[src/hdl/run_mode_defines.svh]
// run-mode controller constants: register offsets, field positions, resets
// assumes inclusion by bare name from design and bench files
`ifndef RUN_MODE_DEFINES_SVH
`define RUN_MODE_DEFINES_SVH
`define OFS_CTRL 8'h00
`define OFS_EVT 8'h04
`define OFS_BURST 8'h08
`define OFS_CMD 8'h0C
`define OFS_STAT 8'h10
`define OFS_TRIGCFG 8'h14
// control register fields
`define CTRL_CONT_BIT 0
`define CTRL_GATE_BIT 1
`define CTRL_ARMED_BIT 2
`define CTRL_SRC_LSB 4
`define CTRL_TSRC_BIT 6
`define CTRL_IDLE_LSB 8
// event config fields: slope at [1:0], level (mV, signed 16) at [31:16]
`define EVT_SLOPE_LSB 0
`define EVT_TTL_BIT 2
`define EVT_ECL_BIT 3
`define EVT_LEVEL_LSB 16
// command register bits (write one to act)
`define CMD_ENABLE_BIT 0
`define CMD_ABORT_BIT 1
`define CMD_TRIG_BIT 2
`define CMD_SELECT_BIT 3
// reset values and limits
`define LEVEL_TTL_MV 16'h0640
`define LEVEL_ECL_MV 16'hFAEC
`define LEVEL_RST_MV 16'h0640
`define BURST_RST 25'h000_0001
`define BURST_MAX 25'h100_0000
`endif

[src/hdl/run_mode_pkg.sv]
// run-mode controller types
// assumes nothing outside itself
`default_nettype none
package run_mode_pkg;
  typedef enum logic [1:0] {SLOPE_RISE = 2'd0, SLOPE_FALL = 2'd1, SLOPE_BOTH = 2'd2} slope_e;
  typedef enum logic [1:0] {SRC_BUS = 2'd0, SRC_EVENT = 2'd1, SRC_TRIG = 2'd2} ensrc_e;
  typedef enum logic [1:0] {IDLE_DC = 2'd0, IDLE_FIRST_WAVE = 2'd1, IDLE_FIRST_SEQ = 2'd2} idle_e;
  typedef enum logic [2:0] {ST_IDLE = 3'b001, ST_RUN = 3'b010, ST_BURST = 3'b100} run_state_e;
  typedef struct packed {
    logic run;
    logic idle_out;
    idle_e idle_kind;
  } play_ctl_s;
endpackage
`default_nettype wire

[src/hdl/run_mode_trigger_control.sv]
// run-mode controller: AXI4-Lite registers, input qualification, playback control
// assumes inputs synchronous to aclk; engine pulses cycle_done at each waveform end
//
// Contract
// - event slope readback returns rising, falling or both as stored
// - TTL preset loads event threshold with 1.6 V
// - enable request starts output only in continuous armed mode
// - abort stops playback at once and drives selected idle output
// - continuous self mode runs as soon as a waveform is selected
// - continuous armed mode holds off until an enable arrives
// - enable mode and source matter only in continuous mode
// - run mode defaults continuous; zero selects triggered mode
// - bus enable source: only remote enable starts, event input ignored
// - event enable source: first event starts, remote enable ignored
// - trigger enable source: first trigger starts, remote enable ignored
// - gated mode outputs only while the gate is true
// - remote trigger acts only in triggered mode with bus source
// - burst count 1 to 16,777,216, default 1, triggered mode only
// - after each trigger output exactly the count then idle
// - burst starts from push-button, remote trigger or trigger input
// - event and trigger settings stay separate per input
// - event edges qualified by stored slope
// - abort also acts in triggered mode; in gated mode it drops output for one cycle only, then the gate resumes it
`include "run_mode_defines.svh"
`default_nettype none
module run_mode_trigger_control (
  input wire logic aclk,
  input wire logic aresetn,
  input wire logic [7:0] s_axi_awaddr,
  input wire logic s_axi_awvalid,
  output logic s_axi_awready,
  input wire logic [31:0] s_axi_wdata,
  input wire logic [3:0] s_axi_wstrb,
  input wire logic s_axi_wvalid,
  output logic s_axi_wready,
  output logic [1:0] s_axi_bresp,
  output logic s_axi_bvalid,
  input wire logic s_axi_bready,
  input wire logic [7:0] s_axi_araddr,
  input wire logic s_axi_arvalid,
  output logic s_axi_arready,
  output logic [31:0] s_axi_rdata,
  output logic [1:0] s_axi_rresp,
  output logic s_axi_rvalid,
  input wire logic s_axi_rready,
  input wire logic event_in,
  input wire logic trigger_in,
  input wire logic manual_button,
  input wire logic cycle_done,
  output run_mode_pkg::play_ctl_s play_ctl,
  output logic [15:0] event_level_mv
);
  import run_mode_pkg::*;
  // ****************************************
  // registers
  // ****************************************
  logic cont_q, gate_q, armed_q, tsrc_bus_q;
  ensrc_e src_q;
  idle_e idle_q;
  slope_e evt_slope_q, trg_slope_q;
  logic [15:0] evt_level_q;
  logic [24:0] burst_q;
  run_state_e state_q;
  logic [24:0] cnt_q;
  logic running_q;

  // ****************************************
  // bus slave
  // ****************************************
  logic [7:0] awaddr_q;
  logic [31:0] wdata_q;
  logic [3:0] wstrb_q;
  logic aw_have_q, w_have_q;
  logic wr_fire;
  assign wr_fire = aw_have_q && w_have_q && !s_axi_bvalid;
  function automatic logic [31:0] merge(input logic [31:0] old, input logic [31:0] nw, input logic [3:0] st);
    logic [31:0] r;
    r = old;
    for (int i = 0; i < 4; i++) begin
      if (st[i]) begin
        r[i*8 +: 8] = nw[i*8 +: 8];
      end
    end
    return r;
  endfunction
  always_ff @(posedge aclk) begin
    if (!aresetn) begin
      aw_have_q <= 1'b0;
      w_have_q <= 1'b0;
      awaddr_q <= 8'h00;
      wdata_q <= 32'h0000_0000;
      wstrb_q <= 4'h0;
      s_axi_awready <= 1'b0;
      s_axi_wready <= 1'b0;
      s_axi_bvalid <= 1'b0;
      s_axi_bresp <= 2'b00;
    end else begin
      s_axi_awready <= !aw_have_q && !s_axi_awready;
      s_axi_wready <= !w_have_q && !s_axi_wready;
      if (s_axi_awvalid && s_axi_awready) begin
        aw_have_q <= 1'b1;
        awaddr_q <= s_axi_awaddr;
        s_axi_awready <= 1'b0;
      end
      if (s_axi_wvalid && s_axi_wready) begin
        w_have_q <= 1'b1;
        wdata_q <= s_axi_wdata;
        wstrb_q <= s_axi_wstrb;
        s_axi_wready <= 1'b0;
      end
      if (wr_fire) begin
        aw_have_q <= 1'b0;
        w_have_q <= 1'b0;
        s_axi_bvalid <= 1'b1;
        s_axi_bresp <= (awaddr_q <= `OFS_TRIGCFG && awaddr_q[1:0] == 2'b00) ? 2'b00 : 2'b10;
        s_axi_awready <= 1'b0;
        s_axi_wready <= 1'b0;
      end else if (s_axi_bvalid && s_axi_bready) begin
        s_axi_bvalid <= 1'b0;
      end
    end
  end
  // write decode
  logic [31:0] ctrl_rd, evt_rd, trigcfg_rd, stat_rd;
  logic wr_ctrl, wr_evt, wr_burst, wr_cmd, wr_trig;
  assign wr_ctrl = wr_fire && awaddr_q == `OFS_CTRL;
  assign wr_evt = wr_fire && awaddr_q == `OFS_EVT;
  assign wr_burst = wr_fire && awaddr_q == `OFS_BURST;
  assign wr_cmd = wr_fire && awaddr_q == `OFS_CMD && wstrb_q[0];
  assign wr_trig = wr_fire && awaddr_q == `OFS_TRIGCFG;
  logic [31:0] ctrl_new, evt_new, burst_new;
  assign ctrl_new = merge(ctrl_rd, wdata_q, wstrb_q);
  assign evt_new = merge(evt_rd, wdata_q, wstrb_q);
  assign burst_new = merge({7'h00, burst_q}, wdata_q, wstrb_q);

  always_ff @(posedge aclk) begin
    if (!aresetn) begin
      cont_q <= 1'b1;
      gate_q <= 1'b0;
      armed_q <= 1'b0;
      src_q <= SRC_BUS;
      tsrc_bus_q <= 1'b0;
      idle_q <= IDLE_DC;
    end else if (wr_ctrl) begin
      cont_q <= ctrl_new[`CTRL_CONT_BIT];
      gate_q <= ctrl_new[`CTRL_GATE_BIT];
      armed_q <= ctrl_new[`CTRL_ARMED_BIT];
      src_q <= (ctrl_new[`CTRL_SRC_LSB +: 2] == 2'd3) ? SRC_BUS : ensrc_e'(ctrl_new[`CTRL_SRC_LSB +: 2]);
      tsrc_bus_q <= ctrl_new[`CTRL_TSRC_BIT];
      idle_q <= (ctrl_new[`CTRL_IDLE_LSB +: 2] == 2'd3) ? IDLE_DC : idle_e'(ctrl_new[`CTRL_IDLE_LSB +: 2]);
    end
  end
  // event input settings only; trigger slope lives apart
  always_ff @(posedge aclk) begin
    if (!aresetn) begin
      evt_slope_q <= SLOPE_RISE;
      evt_level_q <= `LEVEL_RST_MV;
    end else if (wr_evt) begin
      evt_slope_q <= (evt_new[1:0] == 2'd3) ? SLOPE_BOTH : slope_e'(evt_new[1:0]);
      if (evt_new[`EVT_TTL_BIT]) begin
        evt_level_q <= `LEVEL_TTL_MV;
      end else if (evt_new[`EVT_ECL_BIT]) begin
        evt_level_q <= `LEVEL_ECL_MV;
      end else begin
        evt_level_q <= evt_new[`EVT_LEVEL_LSB +: 16];
      end
    end
  end
  always_ff @(posedge aclk) begin
    if (!aresetn) begin
      trg_slope_q <= SLOPE_RISE;
    end else if (wr_trig) begin
      trg_slope_q <= (wdata_q[1:0] == 2'd3) ? SLOPE_BOTH : slope_e'(wdata_q[1:0]);
    end
  end
  always_ff @(posedge aclk) begin
    if (!aresetn) begin
      burst_q <= `BURST_RST;
    end else if (wr_burst) begin
      if (burst_new[24:0] == 25'd0) begin
        burst_q <= 25'd1;
      end else if (burst_new[24:0] > `BURST_MAX) begin
        burst_q <= `BURST_MAX;
      end else begin
        burst_q <= burst_new[24:0];
      end
    end
  end
  assign ctrl_rd = {22'h0, idle_q, 1'b0, tsrc_bus_q, src_q, 1'b0, armed_q, gate_q, cont_q};
  assign evt_rd = {evt_level_q, 14'h0, evt_slope_q};
  assign trigcfg_rd = {30'h0, trg_slope_q};
  assign stat_rd = {28'h0, running_q, state_q};
  // read channel
  always_ff @(posedge aclk) begin
    if (!aresetn) begin
      s_axi_arready <= 1'b0;
      s_axi_rvalid <= 1'b0;
      s_axi_rdata <= 32'h0000_0000;
      s_axi_rresp <= 2'b00;
    end else begin
      s_axi_arready <= !s_axi_rvalid && !s_axi_arready;
      if (s_axi_arvalid && s_axi_arready) begin
        s_axi_arready <= 1'b0;
        s_axi_rvalid <= 1'b1;
        s_axi_rresp <= 2'b00;
        case (s_axi_araddr)
          `OFS_CTRL: s_axi_rdata <= ctrl_rd;
          `OFS_EVT: s_axi_rdata <= evt_rd;
          `OFS_BURST: s_axi_rdata <= {7'h00, burst_q};
          `OFS_CMD: s_axi_rdata <= 32'h0000_0000;
          `OFS_STAT: s_axi_rdata <= stat_rd;
          `OFS_TRIGCFG: s_axi_rdata <= trigcfg_rd;
          default: begin
            s_axi_rdata <= 32'h0000_0000;
            s_axi_rresp <= 2'b10;
          end
        endcase
      end else if (s_axi_rvalid && s_axi_rready) begin
        s_axi_rvalid <= 1'b0;
      end
    end
  end

  // ****************************************
  // input qualification
  // ****************************************
  logic [2:0] evt_sync_q, trg_sync_q, btn_sync_q;
  always_ff @(posedge aclk) begin
    if (!aresetn) begin
      evt_sync_q <= 3'b000;
      trg_sync_q <= 3'b000;
      btn_sync_q <= 3'b000;
    end else begin
      evt_sync_q <= {evt_sync_q[1:0], event_in};
      trg_sync_q <= {trg_sync_q[1:0], trigger_in};
      btn_sync_q <= {btn_sync_q[1:0], manual_button};
    end
  end

  function automatic logic edge_hit(input logic [1:0] s, input slope_e sl);
    logic r;
    r = 1'b0;
    case (sl)
      SLOPE_RISE: r = !s[1] && s[0];
      SLOPE_FALL: r = s[1] && !s[0];
      SLOPE_BOTH: r = s[1] ^ s[0];
      default: r = 1'b0;
    endcase
    return r;
  endfunction
  logic evt_pulse, trg_pulse, btn_pulse, gate_level;
  assign evt_pulse = edge_hit(evt_sync_q[2:1], evt_slope_q);
  assign trg_pulse = edge_hit(trg_sync_q[2:1], trg_slope_q);
  assign btn_pulse = btn_sync_q[1] && !btn_sync_q[2];
  assign gate_level = (trg_slope_q == SLOPE_FALL) ? !trg_sync_q[1] : trg_sync_q[1];

  // ****************************************
  // run-mode state machine
  // ****************************************
  logic cmd_enable, cmd_abort, cmd_trig, cmd_select;
  assign cmd_enable = wr_cmd && wdata_q[`CMD_ENABLE_BIT];
  assign cmd_abort = wr_cmd && wdata_q[`CMD_ABORT_BIT];
  assign cmd_trig = wr_cmd && wdata_q[`CMD_TRIG_BIT];
  assign cmd_select = wr_cmd && wdata_q[`CMD_SELECT_BIT];
  logic cont_start, burst_start, trig_mode;
  assign trig_mode = !cont_q && !gate_q;
  always_comb begin
    cont_start = 1'b0;
    if (cont_q && !gate_q) begin
      if (!armed_q) begin
        cont_start = cmd_select;
      end else begin
        case (src_q)
          SRC_BUS: cont_start = cmd_enable;
          SRC_EVENT: cont_start = evt_pulse;
          SRC_TRIG: cont_start = trg_pulse;
          default: cont_start = 1'b0;
        endcase
      end
    end
  end
  assign burst_start = trig_mode && ((cmd_trig && tsrc_bus_q) || btn_pulse || (trg_pulse && !tsrc_bus_q));

  always_ff @(posedge aclk) begin
    if (!aresetn) begin
      state_q <= ST_IDLE;
      cnt_q <= 25'd0;
    end else if (cmd_abort) begin
      state_q <= ST_IDLE;
    end else begin
      case (state_q)
        ST_IDLE: begin
          if (cont_start) begin
            state_q <= ST_RUN;
          end else if (burst_start) begin
            state_q <= ST_BURST;
            cnt_q <= burst_q;
          end
        end
        ST_RUN: begin
          if (!(cont_q && !gate_q)) begin
            state_q <= ST_IDLE;
          end
        end
        ST_BURST: begin
          if (!trig_mode) begin
            state_q <= ST_IDLE;
          end else if (cycle_done) begin
            cnt_q <= cnt_q - 25'd1;
            if (cnt_q == 25'd1) begin
              state_q <= ST_IDLE;
            end
          end
        end
        default: state_q <= ST_IDLE;
      endcase
    end
  end
  // self mode on reset is dormant until a waveform select, which starts it
  logic run_d;
  assign run_d = (state_q != ST_IDLE) || (gate_q && gate_level);
  always_ff @(posedge aclk) begin
    if (!aresetn) begin
      running_q <= 1'b0;
      play_ctl <= '{run: 1'b0, idle_out: 1'b1, idle_kind: IDLE_DC};
      event_level_mv <= `LEVEL_RST_MV;
    end else begin
      running_q <= run_d && !cmd_abort;
      play_ctl.run <= run_d && !cmd_abort;
      play_ctl.idle_out <= !(run_d && !cmd_abort);
      play_ctl.idle_kind <= idle_q;
      event_level_mv <= evt_level_q;
    end
  end
endmodule
`default_nettype wire

[config.mk]
export PLATFORM = sky130hd
export DESIGN_NAME = run_mode_trigger_control
export DESIGN_NICKNAME = d
export VERILOG_FILES = /design/src/hdl/run_mode_pkg.sv /design/src/hdl/run_mode_trigger_control.sv
export VERILOG_INCLUDE_DIRS = /design/src /design/src/hdl
export SDC_FILE = /design/constraint.sdc
export NUM_CORES = 1
export LEC_CHECK = 0
export ABC_CLOCK_PERIOD_IN_PS = 5350
export BUFFER_PORTS_ARGS = -buffer_cell sky130_fd_sc_hd__buf_4
export CORE_ASPECT_RATIO = 0.5
export CORE_UTILIZATION = 28
export DETAILED_ROUTE_END_ITERATION = 7
export GPL_TIMING_DRIVEN = 0
export SLEW_MARGIN = 40
export SYNTH_ARGS = -nofsm -noshare
export SYNTH_HDL_FRONTEND = slang
export SYNTH_SLANG_ARGS = --single-unit
[constraint.sdc]
create_clock -name aclk -period 5.35 [get_ports aclk]
set_input_delay 0.535 -clock aclk [delete_from_list [all_inputs] [get_ports aclk]]
set_output_delay 0.535 -clock aclk [all_outputs]
set_load 0.02 [all_outputs]
### Yosys cells after proc, flatten, opt, wreduce, memory -nomap -nowiden

Cells that the tools add are included.

* mux-type cells: 42
* bitwise gates (word level): 4
* reduce and logical (&&, ||, !) cells: 76
* $add $sub $neg: 1
* eq/ne operators: 32
* div/mod/pow operators: 0
* $mul: 0
* magnitude comparators: 2
* shift-type cells: 0

Operators with widths (count)
* $pmux 32 s5: 1
* $mux 25: 6
* $pmux 25 s2: 1
* $mux 8: 5
* $logic_and 1x1->1: 33
* $eq 8x4->1 const B: 4
* $mux 16: 2
* $eq 25x1->1 const B: 1
* $gt 25x25->1 const B: 1
* $logic_not 25->1: 1
* $sub 25x1->25 const B: 1
* $eq 8x5->1 const B: 3
* $mux 3: 6
* $logic_not 1->1: 17
* $eq 8x3->1 const B: 2
* $logic_not 8->1: 2
* $eq 2x2->1 const B: 7
* $mux 2: 7
* $ne 2x2->1 const B: 5
* $ne 3x3->1 const B: 3
* $pmux 1 s3: 3
* $pmux 3 s3: 1
* $le 8x5->1 const B: 1
* $logic_not 2->1: 4
* 19 further kinds: 40

* bits in registers: 197
* memories: 0
* latch bits: 0
* bits in writable memories: 0
* output and inout port bits: 61
* ROM bits: 0
* word-level logic and storage cells: 190
* input port bits: 63

### Depth between registers and ports, before layout

Gate-level depths: netlist (run 1).

* depth after elaboration: 12
* gate-level depth with buffers: 9
* depth with buffers taken out: 8

### Worst setup path before layout (run 1)

Ideal clock, no wire load.

* path kind: register to register
* start: register s_axi_bvalid
* end: register burst_q[10]
* cell stages (with the launch flop): 7
* slack: 3.026 ns
* clock period less this slack: 2.324 ns
* setup time: 0.117 ns
* arrival time: 2.207 ns
* cells stage by stage: dfxtp_1 > nand3b_1 > or4b_4 > nor3b_4 > o31ai_2 > a211o_4 > a22o_1

* word-level cells in the longest chain between the ends: 3

Ends and longest elaborated chain
* from (decl): line run_mode_trigger_control.sv:37 `output logic s_axi_bvalid,`
* from (signal assigned): line run_mode_trigger_control.sv:95 `s_axi_bvalid <= 1'b0;`
* from (signal assigned): line run_mode_trigger_control.sv:114 `s_axi_bvalid <= 1'b1;`
* from (signal assigned): line run_mode_trigger_control.sv:119 `s_axi_bvalid <= 1'b0;`
* $logic_not 1->1: line run_mode_trigger_control.sv:75 `assign wr_fire = aw_have_q && w_have_q && !s_axi_bvalid;`
* $logic_and 1x1->1: line run_mode_trigger_control.sv:75
* $logic_and 1x1->1 (no source line)
* to (signal assigned): line run_mode_trigger_control.sv:178 `` burst_q <= `BURST_RST; ``
* to (signal assigned): line run_mode_trigger_control.sv:183 `` burst_q <= `BURST_MAX; ``
* to (signal assigned): line run_mode_trigger_control.sv:185 `burst_q <= burst_new[24:0];`
* to (decl): line run_mode_trigger_control.sv:62 `logic [24:0] burst_q;`

No other way between the ends.
A chain may end at the register's enable or synchronous reset.

### Worst setup path after layout (run 1)

* start: register s_axi_bvalid
* end: register cnt_q[10]

* word-level cells in the longest chain between the ends: 11
* elaborated cells between the ends (all ways): 19
* classes of those cells: 2 x eq/ne; 3 x mux; 1 x bitwise; 13 x reduce/logical

Ends and longest elaborated chain
* $logic_not 1->1 *: line run_mode_trigger_control.sv:75
* $logic_and 1x1->1 *: line run_mode_trigger_control.sv:75
* $logic_and 1x1->1 (no source line) *
* $logic_and 1x1->1 *: line run_mode_trigger_control.sv:129 `` assign wr_cmd = wr_fire && awaddr_q == `OFS_CMD && wstrb_q[0]; ``
* branches (longest 6 deep; another with $pmux 1 s3)
* $reduce_and 6->1 (no source line) *
* to (signal assigned): line run_mode_trigger_control.sv:297 `cnt_q <= burst_q;`
* to (signal assigned): line run_mode_trigger_control.sv:309 `cnt_q <= cnt_q - 25'd1;`
* to (decl): line run_mode_trigger_control.sv:64 `logic [24:0] cnt_q;`

Every way passes the cells marked *.

==> results.json, run 1 <==
{
  "critPathLaunchType": "register",
  "status": "finished, final reports clean",
  "maxCapViolCount": 0,
  "track_usage_pct": 19.18,
  "slew_headroom_pct": 41.19,
  "end_kind": "register",
  "finClkSkew_ns": 0.01592,
  "place_ws_ns": 2.260,
  "ir_drop_mv": 0.2393,
  "ant_nets": 0,
  "cp.required_ns": 5.74,
  "antennaDiodeCount": 0,
  "min_period_over_period_pct": 54.42,
  "synth.area.top_cells": "dfxtp_1, nand2_1, a21oi_1, nor2_1, a22o_1",
  "clockBufferDepth": 2,
  "worstMarginPinSlew_ns": 0.8821,
  "slowest_stage": "nor2_1",
  "setup_violations": 0,
  "ys_ff_latch": 195,
  "wl_per_cell_um": 19.27,
  "critPathArrivalTime_ns": 3.30,
  "cts.repair.resized": 0,
  "final_hold_viol_count": 0,
  "tns_ns": 0,
  "finalNetCount": 1170,
  "grt_pass1_vias": 7572,
  "place_congestion": 0.9019,
  "leakagePower_nw": 3.838,
  "rsz0062_at_grt": "false",
  "drive_above_1_share_pct": 17.15,
  "cts_setup_buffers": 0,
  "place_area_mm2": 0.009646,
  "maxSlewViolCount": 0,
  "max_stage_delay_ns": 0.55,
  "async_reset_ff_share_pct": 0,
  "cts_root_buf": "clkbuf_16",
  "grt-ovfl-total": 0,
  "cts_inserted_buffers": 17,
  "p_per_area_mw_per_mm2": 299.4,
  "rows": 44,
  "synthTopCellsByCount": "dfxtp_1, nand2_1, a21oi_1",
  "synth-edff-count": 0,
  "drc": 0,
  "drt-total-wl_um": 29000,
  "grt_pass1_wl_um": 43930,
  "yosysTopAreaCellShare_pct": 47.26,
  "clk_pin_slew_ns": 0.09,
  "timing.fmax_mhz": 343.5,
  "worstSkewPairLatency_ns": 0.46,
  "firstDrtPassIters": 5,
  "final_area_mm2": 0.01028,
  "syn-instance-count": 963,
  "dpl.hpwl_um": 21630,
  "crit_type": "reg2reg",
  "yosys.area.top_type": "dfxtp_1",
  "yosysSeqAreaShare_pct": 47.26,
  "path_max_fanout": 10,
  "yosysMostFrequentCell": "dfxtp_1",
  "cts_max_level": 4,
  "vias_per_cell": 5.305,
  "grt_max_degree": 24,
  "synthToLayoutAreaGrowth_pct": 24.43,
  "io_buffers": 118,
  "io_pins": 124,
  "crit_family": "simple AND/OR/NAND/NOR gates",
  "setup_ws_ns": 2.439,
  "yosysUniqueCellTypes": 72,
  "grt_antenna_before_repair": 1,
  "hold_buffers": 0,
  "synth-warning-count": 0,
  "hold_class": "in2reg",
  "period_needed_ns": 2.911,
  "path_cells": "nand3b_1 -> nor4b_2 -> nand4_1 -> and3_1 -> clkbuf_1 -> nor2_1 -> a31o_2",
  "die_x_um": 244.9,
  "crit_buf_inv": 1,
  "vias": 7984,
  "die_y_um": 123.5,
  "fp.coreArea_mm2": 0.02901,
  "ys.flop_type": "dfxtp_1",
  "syn_area_per_cell_um2": 8.578,
  "fp.dieArea_mm2": 0.03023,
  "start_util_pct": 28.47,
  "cts_sinks": 195,
  "netlist_area_mm2": 0.008260,
  "drt-initial-drc-count": 737,
  "cts_tree": "done"
}
-- final cells by class --
class                           count  area, µm²
Fill cell                        2954      18730
Sequential cell                   195       3904
Clock inverter                     15      206.4
Timing Repair Buffer              118      885.9
Inverter                           19      71.32
Multi-Input combinational cell    686       4038
Tap cell                          391      489.2
Buffer                             64      259.0
Clock buffer                       17      425.4
-- path summary, 6_finish.rpt --
| check | start | to | slack (ns) | depth (start not counted) |
|---|---|---|---|---|
| worst max-delay path | s_axi_bvalid | cnt_q[10] | 2.44 | 7 |
| worst min-delay path | event_in | evt_sync_q[0] | 0.29 | 2 |
| worst max register to register | s_axi_bvalid | cnt_q[10] | 2.44 | 7 |
| worst min register to register | evt_sync_q[0] | evt_sync_q[1] | 0.44 | 1 |
-- power breakdown --
group | leakage, nW | internal, mW | total, mW | switching (mW)
Combinational | 1.95 | 0.0804 | 0.217 | 0.137
Sequential | 1.58 | 1.48 | 1.50 | 0.0254
Clock | 0.305 | 0.654 | 1.36 | 0.705
-- worst reg2reg max path: stages (launching register included) --
cell,delay (ns)
dfxtp_1,0.34
nand3b_1,0.32
nor4b_2,0.49
nand4_1,0.33
and3_1,0.31
clkbuf_1,0.27
nor2_1,0.56
a31o_2,0.25
-- metal layers --
layer	up-vias	track usage, %	share of wire (%)
met5	-	0	0.066
met4	2	5.117	1.4
met3	32	4.341	6.5
met2	253	31.13	46
met1	3927	25.67	46
li1	3770	-	-
-- placed cells by master, fill, tap and decap left out, types with 5 or more instances in the layout --
| cell type | count |
|---|---|
| nor2b_1 | 12 |
| inv_1 | 18 |
| clkinv_8 | 5 |
| a221oi_1 | 7 |
| nor4_1 | 10 |
| o21ai_0 | 41 |
| nand2_1 | 141 |
| nor3_1 | 24 |
| a211oi_1 | 9 |
| buf_4 | 121 |
| clkbuf_1 | 54 |
| o31ai_1 | 15 |
| o221a_2 | 5 |
| mux2_2 | 5 |
| and2_1 | 25 |
| a211o_1 | 5 |
| o311ai_1 | 5 |
| a21oi_1 | 91 |
| dfxtp_1 | 195 |
| mux2i_1 | 9 |
| o211ai_1 | 6 |
| a22oi_1 | 24 |
| and3_1 | 9 |
| nor2_1 | 76 |
| nand3_1 | 26 |
| clkbuf_16 | 17 |
| a31oi_1 | 14 |
| ha_1 | 6 |
| nand2b_1 | 13 |
| or3_1 | 5 |
| nand4_1 | 7 |
| a22o_1 | 26 |
| nand4b_1 | 7 |
-- flip-flops by register name, summed over array words and instances (netlist names), 2 cells and up --
name,cells
event_level_mv,16
wstrb_q,4
evt_sync_q,3
s_axi_rdata,32
cnt_q,25
src_q,2
trg_sync_q,3
play_ctl,3
idle_q,2
awaddr_q,8
evt_level_q,16
wdata_q,32
btn_sync_q,3
trg_slope_q,2
state_q,3
burst_q,25
evt_slope_q,2
-- metrics by stage --
step	util [%]	hold slack (ns)	cells	total power, mW
2_1_floorplan	-	0.4119	964	1.644
3_3_place_gp	33.22	0.4187	1473	1.747
3_5_place_dp	33.25	0.4169	1473	1.750
4_1_cts	35.42	0.2882	1505	3.078
5_1_grt	35.43	0.2976	1505	3.167
6_report	35.43	0.2924	1505	3.077
-- cells by family (layout without fill, tap and decap cells) --
kind of cell,count (synthesis),in the layout,share of synthesized area (%)
adders and majority gates,7,7,1.030
AOI/OAI and AO/OA,283,283,23.14
DFF,195,195,47.26
and+or+nand+nor,379,379,22.67
muxes,14,14,1.772
buffers and inverters,83,233,3.968
other,1,2,0.04540
xor gates and xnor gates,1,1,0.1060
Note: power is estimated with default switching activity, not from simulation.
==> run 2, diff against run 1 <==
--- a/config.mk
+++ b/config.mk
@@ -6,7 +6,7 @@
 export SDC_FILE = /design/constraint.sdc
 export NUM_CORES = 1
 export LEC_CHECK = 0
-export ABC_CLOCK_PERIOD_IN_PS = 5350
+export ABC_CLOCK_PERIOD_IN_PS = 2600
 export BUFFER_PORTS_ARGS = -buffer_cell sky130_fd_sc_hd__buf_4
 export CORE_ASPECT_RATIO = 0.5
 export CORE_UTILIZATION = 28
==> constraint.sdc (replaced) <==
create_clock -name aclk -period 2.6 [get_ports aclk]
set_input_delay 0.26 -clock aclk [delete_from_list [all_inputs] [get_ports aclk]]
set_output_delay 0.26 -clock aclk [all_outputs]
set_load 0.02 [all_outputs]
==> run 2 against run 1 <==
Net effect: cell count is 0.40% higher; setup slack worse by 2.4 ns; sequential power up 110%; highest routed layer is now met4; final area increased by 1.7%; largest power group unchanged; critical endpoint is now cnt_q[12]; total power is 110% higher.
==> results.json, run 2 (synthesis results as in run 1) <==
{
  "path_cells": "nand3b_1 -> nor4b_4 -> nand4_1 -> buf_4 -> nand3_2 -> nand2_2 -> o221a_2",
  "hold_class": "in2reg",
  "clk_pin_slew_ns": 0.09,
  "synthToLayoutAreaGrowth_pct": 26.55,
  "hold_buffers": 0,
  "cts_tree": "done",
  "end_kind": "register",
  "antennaDiodeCount": 0,
  "maxSlewViolCount": 0,
  "slew_headroom_pct": 40.37,
  "vias_per_cell": 5.309,
  "cts_root_buf": "clkbuf_16",
  "track_usage_pct": 19.19,
  "ant_nets": 0,
  "worstSkewPairLatency_ns": 0.45,
  "place_congestion": 0.9019,
  "grt_max_degree": 24,
  "dpl.hpwl_um": 21630,
  "grt_pass1_wl_um": 43950,
  "fill_cells": 2955,
  "crit_family": "simple AND/OR/NAND/NOR gates",
  "critPathLaunchType": "register",
  "finClkSkew_ns": 0.01397,
  "rsz0062_at_grt": "false",
  "cts_max_level": 4,
  "cts_inserted_buffers": 17,
  "grt-ovfl-total": 0,
  "status": "finished, final reports clean",
  "final_hold_viol_count": 0,
  "fp.coreArea_mm2": 0.02901,
  "timing.fmax_mhz": 395.9,
  "final_cell_mix": "dfxtp_1, nand2_1, buf_4",
  "path_max_fanout": 10,
  "fp.dieArea_mm2": 0.03023,
  "drt-total-wl_um": 29210,
  "drt-initial-drc-count": 724,
  "grt_pass1_vias": 7560,
  "worstMarginPinSlew_ns": 0.8944,
  "drc": 0,
  "max_stage_delay_ns": 0.45,
  "layout_commonest_cell": "dfxtp_1",
  "tns_ns": 0,
  "setup_ws_ns": 0.07383,
  "holdWs_ns": 0.01950,
  "min_period_over_period_pct": 97.16,
  "seq_area_mm2": 0.003904,
  "leakagePower_nw": 3.911,
  "wl_met1_um": 13310,
  "die_y_um": 123.5,
  "period_needed_ns": 2.526,
  "setup_violations": 0,
  "firstDrtPassIters": 6,
  "finalNetCount": 1176,
  "vias": 8022,
  "routed.top_layer": "met4",
  "start_util_pct": 28.47,
  "io_pins": 124,
  "die_x_um": 244.9,
  "multiInputGateArea_mm2": 0.004161,
  "critPathArrivalTime_ns": 2.86,
  "cts_sinks": 195,
  "drive_above_1_share_pct": 19.20,
  "top_regs": "s_axi_rdata: 32 flops, wdata_q: 32 flops",
  "clockBufferDepth": 2,
  "p_per_area_mw_per_mm2": 606.6,
  "ir_drop_mv": 0.4925,
  "place_ws_ns": -0.2149,
  "wl_per_cell_um": 19.33,
  "crit_buf_inv": 1,
  "maxCapViolCount": 0,
  "met3WireLength_um": 1897,
  "io_buffers": 118,
  "rows": 44,
  "grt_antenna_before_repair": 0,
  "cp.required_ns": 2.93,
  "crit_type": "reg2reg",
  "slowest_stage": "nor4b_4",
  "routed-wl-met2_um": 13530
}
==> run 2: changes by cell type in the layout (fill, tap and decap cells not counted), moves of 2 or more <==
cell and delta:
clkbuf_1 -5, clkbuf_2 +4, a211oi_2 +2, a21oi_4 +2, buf_4 +6, o311ai_1 -3
a211oi_1 -2, nor4_4 +2, o311ai_2 +3
==> run 2: power breakdown <==
group	internal [mW]	total, mW	switching [mW]
Combinational	0.172	0.460	0.288
Sequential	3.04	3.09	0.0548
Clock	1.35	2.79	1.44
==> run 2: final timing paths <==
kind            startpoint       endpoint  slack (ns)  cells after the start
min reg2reg  evt_sync_q[0]  evt_sync_q[1]        0.44                      1
max           s_axi_bvalid      cnt_q[12]        0.07                      7
max reg2reg   s_axi_bvalid      cnt_q[12]        0.07                      7
min               event_in  evt_sync_q[0]        0.02                      2
==> run 2: area by class of cell <==
type                    count  share of cell area, %
multi-input cells         686                  39.81
flip-flops and latches    195                  37.34
repair buffers            124                  8.905
well taps                 391                  4.680
clock buffers              17                  4.069
plain buffers              64                  2.537
clock inverters            15                  1.975
inverters                  19                 0.6822
==> run 2: what timing repair did <==
item | 4_1_cts | 5_1_grt
gates resized for setup | 9 | 19
hold endpoints to repair | 0 | 0
setup endpoints to repair | 28 | 56
buffers inserted | 0 | 6
pin swaps | 0 | 5
==> run 2: metrics by stage <==
stage	cell area, µm²	util (%)	instances	power [mW]
2_1_floorplan	8264	-	964	3.382
5_1_grt	10450	36.03	1511	6.532
3_3_place_gp	9639	33.22	1473	3.594
6_report	10450	36.03	1511	6.341
3_5_place_dp	9646	33.25	1473	3.600
4_1_cts	10310	35.54	1505	6.338
==> run 2: worst reg2reg max path: cells and delay by family (launching register included) <==
kind	cells	cell delay (ns)
simple gates	5	1.47
flops	1	0.34
compound gates	1	0.37
buf+inv	1	0.23
==> run 2: layer usage <==
layer / GRT usage (%) / vias up
li1: - / 3786
met1: 25.73 / 3906
met2: 31.14 / 289
met3: 4.211 / 41
met4: 5.195 / 0
met5: 0 / -
